`config.mk`:
```
export PLATFORM = sky130hd
export DESIGN_NAME = pst_target
export DESIGN_NICKNAME = d
export VERILOG_FILES = /design/src/verilog/pst_pkg.sv /design/src/verilog/pst_target.sv /design/src/verilog/pst_deglitch.sv
export SDC_FILE = /design/constraint.sdc
export NUM_CORES = 1
export LEC_CHECK = 0
export ABC_CLOCK_PERIOD_IN_PS = 5950
export BUFFER_PORTS_ARGS = -buffer_cell sky130_fd_sc_hd__clkbuf_2
export CELL_PAD_IN_SITES_DETAIL_PLACEMENT = 0
export CELL_PAD_IN_SITES_GLOBAL_PLACEMENT = 1
export CORE_ASPECT_RATIO = 0.8
export CORE_UTILIZATION = 47
export CTS_CLUSTER_SIZE = 40
export DETAILED_ROUTE_END_ITERATION = 10
export GPL_TIMING_DRIVEN = 0
export PLACE_DENSITY = 0.94
export SLEW_MARGIN = 10
export SYNTH_ARGS = -nofsm -noshare
export SYNTH_HDL_FRONTEND = slang
export SYNTH_SLANG_ARGS = --single-unit
```
`constraint.sdc`:
```
create_clock -name clk_i -period 5.95 [get_ports clk_i]
set_input_delay 0.595 -clock clk_i [delete_from_list [all_inputs] [get_ports clk_i]]
set_output_delay 0.595 -clock clk_i [all_outputs]
set_load 0.005 [all_outputs]
```
`src/verilog/pst_pkg.sv`:
```
// Package of constants for the serial target port.
// Assumes a 10 MHz block clock; shared by the target and its input filters.
`default_nettype none
package pst_pkg;
  // Default target address
  localparam logic [6:0] PST_DEF_ADDR = 7'h5A;
  // Clock period and spike width to reject
  localparam int unsigned PST_CLK_NS = 100;
  localparam int unsigned PST_SPIKE_NS = 50;
  // Samples a level must hold before it is taken; one more than a spike can cover
  localparam int unsigned PST_SPIKE_CYC = PST_SPIKE_NS / PST_CLK_NS + 2;
  // Bus level of released lines
  localparam logic PST_IDLE_LVL = 1'b1;
  // Bit count at which the ninth (acknowledge) clock is reached
  localparam logic [3:0] PST_CNT_ACK = 4'h8;
  localparam logic [3:0] PST_CNT_DONE = 4'h9;
  typedef enum logic [1:0] {
    PST_ST_IDLE = 2'b00,
    PST_ST_ADDR = 2'b01,
    PST_ST_WRITE = 2'b10,
    PST_ST_READ = 2'b11
  } pst_state_t;
endpackage
`default_nettype wire

```
`src/verilog/pst_target.sv`:
```
// Two-wire bus target: address decode, register index, reads and writes.
// Assumes scl_i and sda_i are raw pins; reg_rdata_i is driven on clk_i.
// Notes on behaviour
// - Target only; decode 7-bit address plus read/write bit.
// - Any start condition with no power-state clear in the same cycle abandons the current transfer and restarts decoding.
// - No inactivity timeout; stalled transfer waits for start, stop or clear.
// - Power-state clear forces the bus machine to idle, dropping transfers.
// - Answer one configured address; write byte lsb low, read byte lsb high.
// - Works at any bus clock from static up to the bench's 800 ns bit (1250 kHz).
// - Spikes up to 50 ns on both lines are never seen as edges.
// - Data line only pulled low or released; clock line input only.
`default_nettype none
module pst_target #(
  parameter int unsigned FILT_CYC = pst_pkg::PST_SPIKE_CYC
) (
  input wire logic clk_i,
  input wire logic rst_i,
  input wire logic scl_i,
  input wire logic sda_i,
  output logic sda_o,
  output logic sda_oe_o,
  input wire logic [6:0] tgt_addr_i,
  input wire logic pwr_clear_i,
  output logic [7:0] reg_addr_o,
  output logic [7:0] reg_wdata_o,
  output logic reg_wr_o,
  input wire logic [7:0] reg_rdata_i,
  output logic busy_o
);
  logic scl_f;
  logic sda_f;
  logic scl_d_r;
  logic sda_d_r;
  pst_pkg::pst_state_t st_r;
  pst_pkg::pst_state_t st_nxt;
  logic [3:0] cnt_r;
  logic [3:0] cnt_nxt;
  logic [7:0] sh_r;
  logic [7:0] sh_nxt;
  logic [7:0] tx_r;
  logic [7:0] tx_nxt;
  logic [7:0] idx_r;
  logic [7:0] idx_nxt;
  logic drv_r;
  logic drv_nxt;
  logic rd_r;
  logic rd_nxt;
  logic first_r;
  logic first_nxt;
  logic wr_nxt;
  logic wr_bump_r;

  pst_deglitch #(.FILT_CYC(FILT_CYC)) u_scl_filt (
    .clk_i(clk_i), .rst_i(rst_i), .line_i(scl_i), .line_o(scl_f)
  );
  pst_deglitch #(.FILT_CYC(FILT_CYC)) u_sda_filt (
    .clk_i(clk_i), .rst_i(rst_i), .line_i(sda_i), .line_o(sda_f)
  );

  // Bus events on filtered lines
  wire scl_rise = scl_f && !scl_d_r;
  wire scl_fall = !scl_f && scl_d_r;
  wire start_det = scl_f && scl_d_r && sda_d_r && !sda_f;
  wire stop_det = scl_f && scl_d_r && !sda_d_r && sda_f;
  wire addr_hit = (sh_r[7:1] == tgt_addr_i);
  wire in_byte = (cnt_r < pst_pkg::PST_CNT_ACK);
  wire at_ack = (cnt_r == pst_pkg::PST_CNT_ACK);
  wire at_done = (cnt_r == pst_pkg::PST_CNT_DONE);
  wire rx_state = (st_r == pst_pkg::PST_ST_ADDR) || (st_r == pst_pkg::PST_ST_WRITE);
  wire [2:0] tx_bit = 3'(7 - cnt_r);

  always_comb begin
    st_nxt = st_r;
    cnt_nxt = cnt_r;
    sh_nxt = sh_r;
    tx_nxt = tx_r;
    idx_nxt = idx_r;
    drv_nxt = drv_r;
    rd_nxt = rd_r;
    first_nxt = first_r;
    wr_nxt = 1'b0;
    if (pwr_clear_i) begin
      st_nxt = pst_pkg::PST_ST_IDLE;
      drv_nxt = 1'b0;
    end else if (start_det) begin
      st_nxt = pst_pkg::PST_ST_ADDR;
      cnt_nxt = 4'h0;
      drv_nxt = 1'b0;
      first_nxt = 1'b1;
    end else if (stop_det) begin
      st_nxt = pst_pkg::PST_ST_IDLE;
      drv_nxt = 1'b0;
    end else if (st_r != pst_pkg::PST_ST_IDLE) begin
      // Waits on bus edges only; nothing here counts time
      if (scl_rise) begin
        if (in_byte) begin
          sh_nxt = {sh_r[6:0], sda_f};
          cnt_nxt = cnt_r + 4'h1;
        end else if (at_ack) begin
          cnt_nxt = pst_pkg::PST_CNT_DONE;
          if (st_r == pst_pkg::PST_ST_READ && sda_f) begin
            st_nxt = pst_pkg::PST_ST_IDLE; // Controller ended the read
          end
        end
      end else if (scl_fall) begin
        if (at_ack && rx_state) begin
          drv_nxt = 1'b1;
          if (st_r == pst_pkg::PST_ST_ADDR) begin
            rd_nxt = sh_r[0];
            if (!addr_hit) begin
              st_nxt = pst_pkg::PST_ST_IDLE;
              drv_nxt = 1'b0;
            end
          end else if (first_r) begin
            idx_nxt = sh_r;
            first_nxt = 1'b0;
          end else begin
            wr_nxt = 1'b1;
          end
        end else if (at_ack) begin
          drv_nxt = 1'b0; // Release for controller ack
          idx_nxt = idx_r + 8'h01;
        end else if (at_done) begin
          cnt_nxt = 4'h0;
          drv_nxt = 1'b0;
          if ((st_r == pst_pkg::PST_ST_ADDR && rd_r) || st_r == pst_pkg::PST_ST_READ) begin
            st_nxt = pst_pkg::PST_ST_READ;
            tx_nxt = reg_rdata_i;
            drv_nxt = !reg_rdata_i[7];
          end else if (st_r == pst_pkg::PST_ST_ADDR) begin
            st_nxt = pst_pkg::PST_ST_WRITE;
          end
        end else if (st_r == pst_pkg::PST_ST_READ && in_byte) begin
          drv_nxt = !tx_r[tx_bit];
        end
      end
    end
  end

  always_ff @(posedge clk_i) begin
    if (rst_i) begin
      scl_d_r <= pst_pkg::PST_IDLE_LVL;
      sda_d_r <= pst_pkg::PST_IDLE_LVL;
      st_r <= pst_pkg::PST_ST_IDLE;
      cnt_r <= 4'h0;
      sh_r <= 8'h00;
      tx_r <= 8'h00;
      idx_r <= 8'h00;
      drv_r <= 1'b0;
      rd_r <= 1'b0;
      first_r <= 1'b0;
      reg_wr_o <= 1'b0;
      reg_wdata_o <= 8'h00;
    end else begin
      scl_d_r <= scl_f;
      sda_d_r <= sda_f;
      st_r <= st_nxt;
      cnt_r <= cnt_nxt;
      sh_r <= sh_nxt;
      tx_r <= tx_nxt;
      idx_r <= wr_bump_r ? idx_r + 8'h01 : idx_nxt;
      drv_r <= drv_nxt;
      rd_r <= rd_nxt;
      first_r <= first_nxt;
      reg_wr_o <= wr_nxt;
      reg_wdata_o <= wr_nxt ? sh_r : reg_wdata_o;
    end
  end

  // Index advances the cycle after a write strobe
  always_ff @(posedge clk_i) begin
    if (rst_i) begin
      wr_bump_r <= 1'b0;
    end else begin
      wr_bump_r <= wr_nxt;
    end
  end
  assign reg_addr_o = idx_r + {7'h00, wr_bump_r && !reg_wr_o};
  assign sda_o = 1'b0;
  assign sda_oe_o = drv_r;
  assign busy_o = (st_r != pst_pkg::PST_ST_IDLE);
endmodule
`default_nettype wire

```
`src/verilog/pst_deglitch.sv`:
```
// Two-stage synchroniser followed by a spike filter for one bus line.
// Assumes the line is asynchronous to clk_i and idles high.
`default_nettype none
module pst_deglitch #(
  parameter int unsigned FILT_CYC = pst_pkg::PST_SPIKE_CYC
) (
  input wire logic clk_i,
  input wire logic rst_i,
  input wire logic line_i,
  output logic line_o
);
  logic s1_r;
  logic s2_r;
  logic out_r;
  logic [3:0] cnt_r;
  logic [3:0] cnt_nxt;
  wire differ = (s2_r != out_r);
  wire settle = differ && (cnt_r >= 4'(FILT_CYC - 1));

  assign cnt_nxt = (differ && !settle) ? cnt_r + 4'h1 : 4'h0;
  assign line_o = out_r;

  always_ff @(posedge clk_i) begin
    if (rst_i) begin
      s1_r <= pst_pkg::PST_IDLE_LVL;
      s2_r <= pst_pkg::PST_IDLE_LVL;
      out_r <= pst_pkg::PST_IDLE_LVL;
      cnt_r <= 4'h0;
    end else begin
      s1_r <= line_i;
      s2_r <= s1_r;
      cnt_r <= cnt_nxt;
      if (settle) begin
        out_r <= s2_r;
      end
    end
  end
endmodule
`default_nettype wire

```
### Word level (Yosys, flattened, before mapping)

Index checks and enable logic that the tools add are counted.

* register bits: 58
* latch bits: 0
* RAM bits: 0
* ROM bits: 0
* input port bits: 20
* output and inout bits: 20
* logic and storage cells: 186
* memories kept: 0

* add/sub/neg operators: 5
* multipliers: 0
* divide/modulo/power cells: 0
* order comparisons: 4
* equal/unequal tests: 32
* shifts and indexed selects: 0
* mux-type cells: 61
* bitwise gates (word level): 8
* reduce and logical (&&, ||, !) cells: 55

Operators with widths (count)
* $mux 8: 11
* $mux 4: 10
* $reduce_and 10->1: 3
* $mux 1: 27
* $mux 2: 12
* $ne 3x3->1 const B: 6
* $reduce_bool 3->1: 6
* $reduce_and 8->1: 2
* $logic_and 1x1->1: 15
* $reduce_bool 2->1: 7
* $add 4x1->4 const B: 3
* $ne 2x2->1 const B: 6
* $ne 4x1->1 const B: 3
* $ne 5x5->1 const B: 2
* $reduce_bool 5->1: 2
* $reduce_and 9->1: 1
* $add 8x1->8 const B: 1
* $eq 4x4->1 const B: 2
* $ge 4x1->1 const B: 2
* $logic_not 1->1: 8
* $ne 2x1->1 const B: 4
* $not 1->1: 8
* $reduce_bool 4->1: 2
* $eq 7x7->1: 1
* other kinds (16): 21

### Longest topological paths before layout

Gate-level depths: netlist (run 1).

* depth after elaboration: 12
* depth in mapped cells: 9
* mapped depth without buffers: 8

### Modules after synthesis

A second synthesis (run 1) with hierarchy kept.

* cells, all modules: 327
* area total of the unflattened synthesis: 3060.4 µm²

Modules (own cells, without submodules)
* pst_target: times used 1, cells each 281, area each 2492.4 µm²
* pst_deglitch: times used 2, cells each 23, area each 284.0 µm²

### Worst setup path before layout (run 1)

No wires, ideal clock.

* path kind: reg-to-reg
* start point: register u_scl_filt.out_r (netlist: u_scl_filt.line_o)
* end point: register cnt_r[2]
* setup time: 71 ps
* data arrival time: 1911 ps
* required time: 5879 ps
* slack: 3969 ps
* cell stages (with the launch flop): 8
* buffers on the path: 1
* clock period less this slack: 1981 ps
* cells stage by stage: dfxtp_1 > ha_1 > clkbuf_1 > o21ba_1 > a211o_1 > a21o_1 > or4_1 > a21oi_1

* cells in the longest elaborated chain, start to end: 5
* elaborated cells between the ends (all ways): 20

Ends and longest elaborated chain
* from (decl): line pst_deglitch.sv:14 `logic out_r;`
* from (signal assigned): line pst_deglitch.sv:27 `out_r <= pst_pkg::PST_IDLE_LVL;`
* from (signal assigned): line pst_deglitch.sv:34 `out_r <= s2_r;`
* $logic_and 1x1->1 (on tied branches): line pst_target.sv:63, pst_target.sv:64, pst_target.sv:61
* $logic_and 1x1->1, or another cell as far along (2 in a row): line pst_target.sv:63 `wire start_det = scl_f && scl_d_r && sda_d_r && !sda_f;`
* $ne 4x1->1 (no source line), or another cell as far along
* $reduce_and 8->1 (no source line) / $mux 4 (equally long branches)
* to (signal assigned): line pst_target.sv:158 `cnt_r <= cnt_nxt;`
* to (decl): line pst_target.sv:36 `logic [3:0] cnt_r;`

Several ways; a longest one is shown, not always the timed one. The select of a mux whose other input is x is not followed.
A chain may end at the register's enable or synchronous reset.

### Worst setup path after layout (run 1)

* start point: register scl_d_r
* end point: register reg_wdata_o[3]

* cells in the longest elaborated chain, start to end: 7
* elaborated cells between the ends (all ways): 14

Ends and longest elaborated chain
* from (decl): line pst_target.sv:32 `logic scl_d_r;`
* from (signal assigned): line pst_target.sv:142 `scl_d_r <= pst_pkg::PST_IDLE_LVL;`
* from (signal assigned): line pst_target.sv:155 `scl_d_r <= scl_f;`
* $logic_and 1x1->1 / $logic_not 1->1 (equally long branches): line pst_target.sv:62, pst_target.sv:61
* $mux 1 / $logic_and 1x1->1 (equally long branches): line pst_target.sv:105, pst_target.sv:61
* $mux 1: line pst_target.sv:95 `if (scl_rise) begin`
* $mux 1: line pst_target.sv:93 `end else if (st_r != pst_pkg::PST_ST_IDLE) begin`
* $mux 1: line pst_target.sv:90 `end else if (stop_det) begin`
* $mux 1 *: line pst_target.sv:85 `end else if (start_det) begin`
* $mux 1 *: line pst_target.sv:82 `if (pwr_clear_i) begin`
* to (signal assigned): line pst_target.sv:166 `reg_wdata_o <= wr_nxt ? sh_r : reg_wdata_o;`
* to (decl): line pst_target.sv:25 `output logic [7:0] reg_wdata_o,`

Every way passes the cells marked *; elsewhere a longest branch is shown, timed or not.

==> results list, run 1 <==
* Delay contributed by the slowest stage of the critical path: 0.62 ns
- The critical path is of the reg2reg type.
- Number of antenna violations at the first check in global routing: 0
- Synthesis handed over a netlist of 326 instances.
- Counting both buffers and inverters, the worst setup path holds a total of 1.
- Peak VDD IR: 160 uV
* Port Buffer Count: 38
- Once detail routing completed, the nets flagged for antenna violations numbered 0.
- Most common cell after layout, fill and taps aside: dfxtp_1
* Total of hold buffers inserted after clock tree synthesis: 0
- Total inserted antenna cells: 0
* Period minus WS final: 2.31 ns
* # resized after CTS: 0
* Most prevalent standard cell on the critical path: nor2_1
* Number of hold violations in the final report: 0
- Entering global routing, the biggest net connects 12 pins.
- After detailed routing, the average wire length per cell comes to 13.8 um.
- The total overflow left after global routing is 0.
- Max-cap check violation count: 0
- Slowest-stage cell, CP: nor4_4
- The kind of cell with the highest combined delay along the critical path is simple AND/OR/NAND/NOR gates.
* Crit start category: flop
- From synthesis to final layout, the design area changed by 18.1%.
- The worst hold path belongs to the class reg2reg.
- Total setup violations reported at the end of the flow: 0
- Initial DRT Pass Iterations: 4
* Slew at the pin closest to its max-slew limit: 0.703 ns
* I/O pin count: 40
* Async SR Flop Fraction: 0
- Die boundary width: 91.9 um
- Crit path capture type: flop
* Root Buffer: clkbuf_8
- The top cell types in the final layout, fill and taps aside, are dfxtp_1, nor2_1, clkbuf_2.
* Power per unit of standard cell area: 252 nW/um2
* Post-synthesis register bit count: 58
* Biggest fanout along the worst timing path: 8
- Rel. slew slack: 0.528
- Top-area cell type share of the netlist area: 0.383
- Dividing the detail-routed via count by the number of cells gives 5.26.
- Height of the die: 73.9 um
* Final cycle utilization of the critical path: 0.388
- After clock tree synthesis, the clock-pin slew on the worst setup and hold paths is 0.07 ns.
- In this run the number of H-tree levels came out at 3.
- In the global route stage, overall resource usage came out at 0.206.
- Number of sinks driven by the clock tree: 58
* Final sum of negative setup slack: 0 ns
- Area post-placement: 3330 um2
- Status: complete, no violations
- The number of global-route vias before repair was 2214.
* Biggest area consumer among synthesized cells: dfxtp_1
* Starting density of the core: 0.500
- Summing over every cut layer, the via total after detailed routing is 2437.
- The clock reaches the later pin of the worst-skew pair after 0.34 ns.
- Clock tree synthesis inserted a total of 9 buffers.
- The wire-length estimate of the detail-placed layout is 4.67 mm.
- For this run, design rule violations remaining after detail routing come to 0.
- Share of cells above drive strength 1: 0.225
- Post-Syn Area: 3040 um2
* Required time of the worst setup path: 6.17 ns
- Averaged over all synthesized cells, the footprint is 9.31 um2.
* Chain of cells forming the critical path: inv_1 > ha_1 > nand2b_1 > nor2_1 > nand2_1 > nor4_4 > mux2i_1 > nor2_1
- Starting DRC count in detailed routing: 131
- Number of post-CTS setup repair buffers: 0
- Placeable core area: 6070 um2
- Number of synthesis warnings: 0
* Achievable Freq: 0.433 GHz
* Layout filler cell count: 570
- Most instantiated flip-flop cell in the synthesis netlist: dfxtp_1
- In the final design database the tool counted 412 nets.
- TritonCTS clock tree: done
- Across the routed clock network, the largest skew measured is 0.00752 ns.
- Maximum buffer depth of the clock tree: 2
- After floorplanning, the core was divided into 25 placement rows.
* Routability Congestion: 0.838
* WP data arrival: 2.53 ns
* Most area-consuming cells after synthesis: dfxtp_1, mux2i_1, ha_1
- Post-layout instance area: 3590 um2
- Number of different library cells in the post-synthesis netlist: 57
- RSZ-0062 raised after global routing: no
* Fraction of the yosys area taken by sequential cells: 0.383
- In this run, synthesis inferred 0 flip-flops with an integrated enable.
- Total count of max-transition violations in the final report: 0
* Leakage: 1.43 nW
* Wire length of the first global-routing pass: 10.7 mm
- The die covers 6790 um2.
- Summed over all layers, the routed wires come to 6.38 mm.
## metrics by stage
| step | worst slack, ns | hold WS, ns | util | total power [W] | std cells |
|---|---|---|---|---|---|
| floorplan | 3.97 | 0.389 | - | 0.000440 | 328 |
| global placement | 3.69 | 0.400 | 0.549 | 0.000456 | 447 |
| detailed placement | 3.68 | 0.403 | 0.549 | 0.000457 | 447 |
| CTS | 3.65 | 0.425 | 0.591 | 0.000911 | 463 |
| global route | 3.49 | 0.423 | 0.591 | 0.000939 | 463 |
| finish | 3.64 | 0.421 | 0.591 | 0.000902 | 463 |
## cell usage after synthesis, drive strengths merged, types with 2 or more instances
cell type and instances:
or4b 3, o32ai 5, nand3b 2, nand3 6
a211o 3, inv 16, nor2b 4, o21ai 7
nand2 14, o31ai 2, o21bai 2, nand2b 8
or4 2, mux2i 29, nor3 8, a41oi 2
dfxtp 58, mux4 2, clkbuf 9, nor4b 2
or3 4, xor2 5, ha 15, buf 8
nor4 2, or2 10, a21oi 26, nor2 44
nor3b 3, xnor2 7
## sequential cells by signal, summed over array words and instances, names as in the netlist, 2 cells and up
signal / count
st_r: 2
tx_r: 8
u_sda_filt.cnt_r: 4
reg_wdata_o: 8
idx_r: 8
u_scl_filt.cnt_r: 4
sh_r: 8
cnt_r: 4
## layout make-up
cell class	count	area, um2	area share
Multi-Input combinational cell	237	1720	0.481
Sequential cell	58	1160	0.324
Buffer	17	97.6	0.0272
Inverter	16	60.1	0.0167
Clock buffer	10	138	0.0384
Tap cell	81	101	0.0283
Clock inverter	6	114	0.0318
Timing Repair Buffer	38	190	0.0530
## path summary, 6_finish.rpt
check / to / slack [ns] / startpoint / depth (start not counted)
setup / recovery: reg_wdata_o[3]$_SDFFE_PP0P_ / 3.64 / scl_d_r$_SDFF_PP1_ / 8
hold / removal: u_sda_filt.s2_r$_SDFF_PP1_ / 0.42 / u_sda_filt.s1_r$_SDFF_PP1_ / 1
setup reg to reg: reg_wdata_o[3]$_SDFFE_PP0P_ / 3.64 / scl_d_r$_SDFF_PP1_ / 8
hold reg to reg: u_sda_filt.s2_r$_SDFF_PP1_ / 0.42 / u_sda_filt.s1_r$_SDFF_PP1_ / 1
## report_power, final
part            total, W  switching [W]  leakage (nW)  internal (W)
sequential      0.000397     0.00000415         0.470      0.000393
combinational  0.0000508      0.0000291         0.839     0.0000218
clock           0.000454       0.000164         0.119      0.000290
## kinds of logic (layout without fill, tap and decap cells)
| group | Yosys count | in the layout | share of synthesized area |
|---|---|---|---|
| compound gates | 61 | 61 | 0.146 |
| xor+xnor | 12 | 12 | 0.0346 |
| fa+ha+maj | 15 | 15 | 0.0618 |
| buf+inv | 33 | 87 | 0.0519 |
| flops | 58 | 58 | 0.383 |
| mux | 31 | 31 | 0.113 |
| other cells | 1 | 3 | 0.00124 |
| simple gates | 115 | 115 | 0.209 |
## metal layers
layer  routed length (um)  part of all wire  global-route usage
met1                 3180              0.50               0.280
met2                 2820              0.44               0.313
met3                  310             0.049              0.0642
met4                   62            0.0097              0.0625
met5                    0                 0                   0
Note: power is estimated with default switching activity, not from simulation.
==> inputs of run 2 (changes only) <==
--- a/config.mk
+++ b/config.mk
@@ -5,16 +5,16 @@
 export SDC_FILE = /design/constraint.sdc
 export NUM_CORES = 1
 export LEC_CHECK = 0
-export ABC_CLOCK_PERIOD_IN_PS = 5950
+export ABC_CLOCK_PERIOD_IN_PS = 1900
 export BUFFER_PORTS_ARGS = -buffer_cell sky130_fd_sc_hd__clkbuf_2
 export CELL_PAD_IN_SITES_DETAIL_PLACEMENT = 0
 export CELL_PAD_IN_SITES_GLOBAL_PLACEMENT = 1
 export CORE_ASPECT_RATIO = 0.8
-export CORE_UTILIZATION = 47
+export CORE_UTILIZATION = 40
 export CTS_CLUSTER_SIZE = 40
 export DETAILED_ROUTE_END_ITERATION = 10
 export GPL_TIMING_DRIVEN = 0
-export PLACE_DENSITY = 0.94
+export PLACE_DENSITY = 0.86
 export SLEW_MARGIN = 10
 export SYNTH_ARGS = -nofsm -noshare
 export SYNTH_HDL_FRONTEND = slang
==> constraint.sdc (replaced) <==
create_clock -name clk_i -period 1.9 [get_ports clk_i]
set_input_delay 0.19 -clock clk_i [delete_from_list [all_inputs] [get_ports clk_i]]
set_output_delay 0.19 -clock clk_i [all_outputs]
set_load 0.005 [all_outputs]
==> results list, run 2 (same netlist as run 1, synthesis figures left out) <==
* GR Overflow Total: 0
* Clock latency on the worst-skew pair: 0.34 ns
- Area added between synthesis and finish: 34.5%
- Period minus WS final: 2.00 ns
- Required time of the worst setup path: 2.17 ns
- Slew at the pin closest to its max-slew limit: 0.655 ns
- STA classifies the critical path endpoint as a flop.
* Share of cells above drive strength 1: 0.406
- Type of the worst setup path: reg2reg
* Die boundary width: 99.4 um
- Timing analysis after detailed placement gives a worst setup slack of -0.341 ns.
- Number of hold violations in the final report: 0
- Remaining design rule violation count: 0
- The analysis attributes to cell leakage a power of 1.57 nW.
- Row count: 28
- The detail route stage leaves a number of antenna-violating nets equal to 0.
- H-tree lvl count: 3
- TritonCTS clock tree: done
- Cell Int Power: 0.00183 W
- In the global route stage, overall resource usage came out at 0.188.
* Total routed wirelength: 7.36 mm
- The final-report max-slew violation count is 0.
- Via Count: 2595
* Path type of the worst min-delay path: in2reg
- Counting every sink on the clock net gives 58.
- 0 antenna diodes ended up in the layout.
- Area of the multi-input gates: 2000 um2
* Vias per cell: 5.23
* Initial DRT Pass Iterations: 4
- RSZ-0062 raised after global routing: yes
- Setup violations remaining at the end of the flow were counted as 10.
- Largest net degree at the start of global routing: 12
- Across all setup checks in the final design, the least slack found is -0.0962 ns.
* Layout filler cell count: 687
- Via count of the first global-routing pass: 2326
- Non-filler instance count after layout: 496
- Of the total power, the share spent switching nets is 0.264.
- Portion of total power attributed to sequential cells: 0.501
- Placeable core area: 7360 um2
* Worst clock skew on the final layout: 0.0118 ns
* Starting DRC count in detailed routing: 134
- After the last flow step, the layout net total stands at 436.
- The congestion estimate from routability-driven global placement came to 0.818.
- The sequential cells in the finished layout cover a total of 1180 um2.
- The wire-length estimate of the detail-placed layout is 4.84 mm.
- Of all nets on the critical path, the largest fanout is 6.
- Clock-pin slew reported for the worst setup and hold paths after clock tree synthesis: 0.07 ns
- The worst setup path is launched from a flop.
- The number of antenna violations at the first check in global routing came to 0.
- Placed cell count: 456
- Switching power: 0.000656 W
- Clock network power share: 0.420
- Timing would allow up to 0.501 GHz.
- Measured against its own limit, the worst slew margin works out to 0.563.
- Most common cell after layout, fill and taps aside: dfxtp_1
- In this run, CTS created clock tree buffers numbering 9.
* Maximum buffer depth of the clock tree: 2
- Total power for the finished layout comes to 0.00248 W.
- Of the available clock period, the critical path in the final layout requires 1.05.
* Highest-count cells in the layout ignoring fill and taps: dfxtp_1, nor2_1, clkbuf_2
- Part of the power in combinational logic: 0.079
- Summed over all failing endpoints, the final setup total negative slack is -0.466 ns.
- Total of hold buffers inserted after clock tree synthesis: 0
* Starting density of the core: 0.413
- Die ar.: 7940 um2
- Root Buffer: clkbuf_8
- The die is 79.9 um tall.
- Pin placement for this block handled 40 I/O pins.
- The first global-routing pass estimated 11.5 mm of wire.
- The tool flagged a number of max-cap violations equal to 0.
- Wire per inst: 14.8 um
- For this design the ratio of total power to cell area is 608 nW/um2.
- WP data arrival: 2.27 ns
* Failing checks: negative setup slack
- Port Buffer Count: 38
- The flow ran to the end, but the final reports show violations.
* Peak VDD IR: 372 uV
==> run 2: changes by cell type in the layout (fill, tap and decap cells not counted), moves of 4 or more <==
cell and change:
buf_4 +19, a21oi_1 -12, a21oi_2 +10, dfxtp_1 -9
dfxtp_2 +7, nor3_1 -7, ha_1 -5, nor3_4 +5
o21ai_0 -4, o32ai_1 -4, o32ai_2 +4
==> run 2: cell type report <==
cell class	instances	area share
buffer	16	0.0282
clock buffer	10	0.0337
clock inverter	6	0.0101
inverter	16	0.0153
multi-input combinational	237	0.491
sequential	58	0.288
tap	90	0.0276
timing repair buffer	63	0.105
==> run 2: worst max-delay path, stage by stage (launching register included) <==
cell	delay, ns
dfxtp_2	0.33
buf_8	0.13
inv_4	0.05
ha_4	0.15
o211ai_4	0.08
o21ba_4	0.20
a211o_1	0.26
a21o_1	0.19
or4_1	0.41
a21oi_1	0.13
==> run 2: routing by layer <==
| layer | part of all wire | global-route usage |
|---|---|---|
| met5 | 0 | 0 |
| met4 | 0.016 | 0.0662 |
| met3 | 0.037 | 0.0517 |
| met2 | 0.46 | 0.278 |
| met1 | 0.49 | 0.260 |
==> run 2: power by group through the flow <==
stage               clock, W  combinational, W  sequential, W
floorplan                  0          0.000109        0.00127
global placement           0          0.000159        0.00127
detailed placement         0          0.000162        0.00127
CTS                  0.00107          0.000179        0.00124
global route         0.00113          0.000216        0.00125
finish               0.00104          0.000197        0.00124
==> run 2: worst paths after layout <==
check             slack, ns                  startpoint  cells past startpoint                          to
hold / removal         0.03                       sda_i                      2  u_sda_filt.s1_r$_SDFF_PP1_
setup reg to reg       -0.1       cnt_r[1]$_SDFFE_PP0P_                      9       cnt_r[2]$_SDFFE_PP0P_
hold reg to reg        0.42  u_scl_filt.s1_r$_SDFF_PP1_                      1  u_scl_filt.s2_r$_SDFF_PP1_
setup / recovery       -0.1       cnt_r[1]$_SDFFE_PP0P_                      9       cnt_r[2]$_SDFFE_PP0P_
==> run 2: timing repair <==
action | in CTS | in global routing
resized for setup | 28 | 60
endpoints found under the hold margin | 0 | 0
gates cloned | 1 | 1
pin swaps | 16 | 29
buffers inserted | 16 | 7
endpoints found under the setup margin | 31 | 36
==> run 2: per-stage QoR <==
step | instance area, um2 | hold WS, ns | utilization
final | 4080 | 0.0308 | 0.555
after floorplan | 3050 | 0.294 | -
after detailed placement | 3350 | 0.382 | 0.455
after CTS | 3760 | 0.0134 | 0.511
after global placement | 3350 | 0.388 | 0.455
after global routing | 4080 | 0.0142 | 0.555
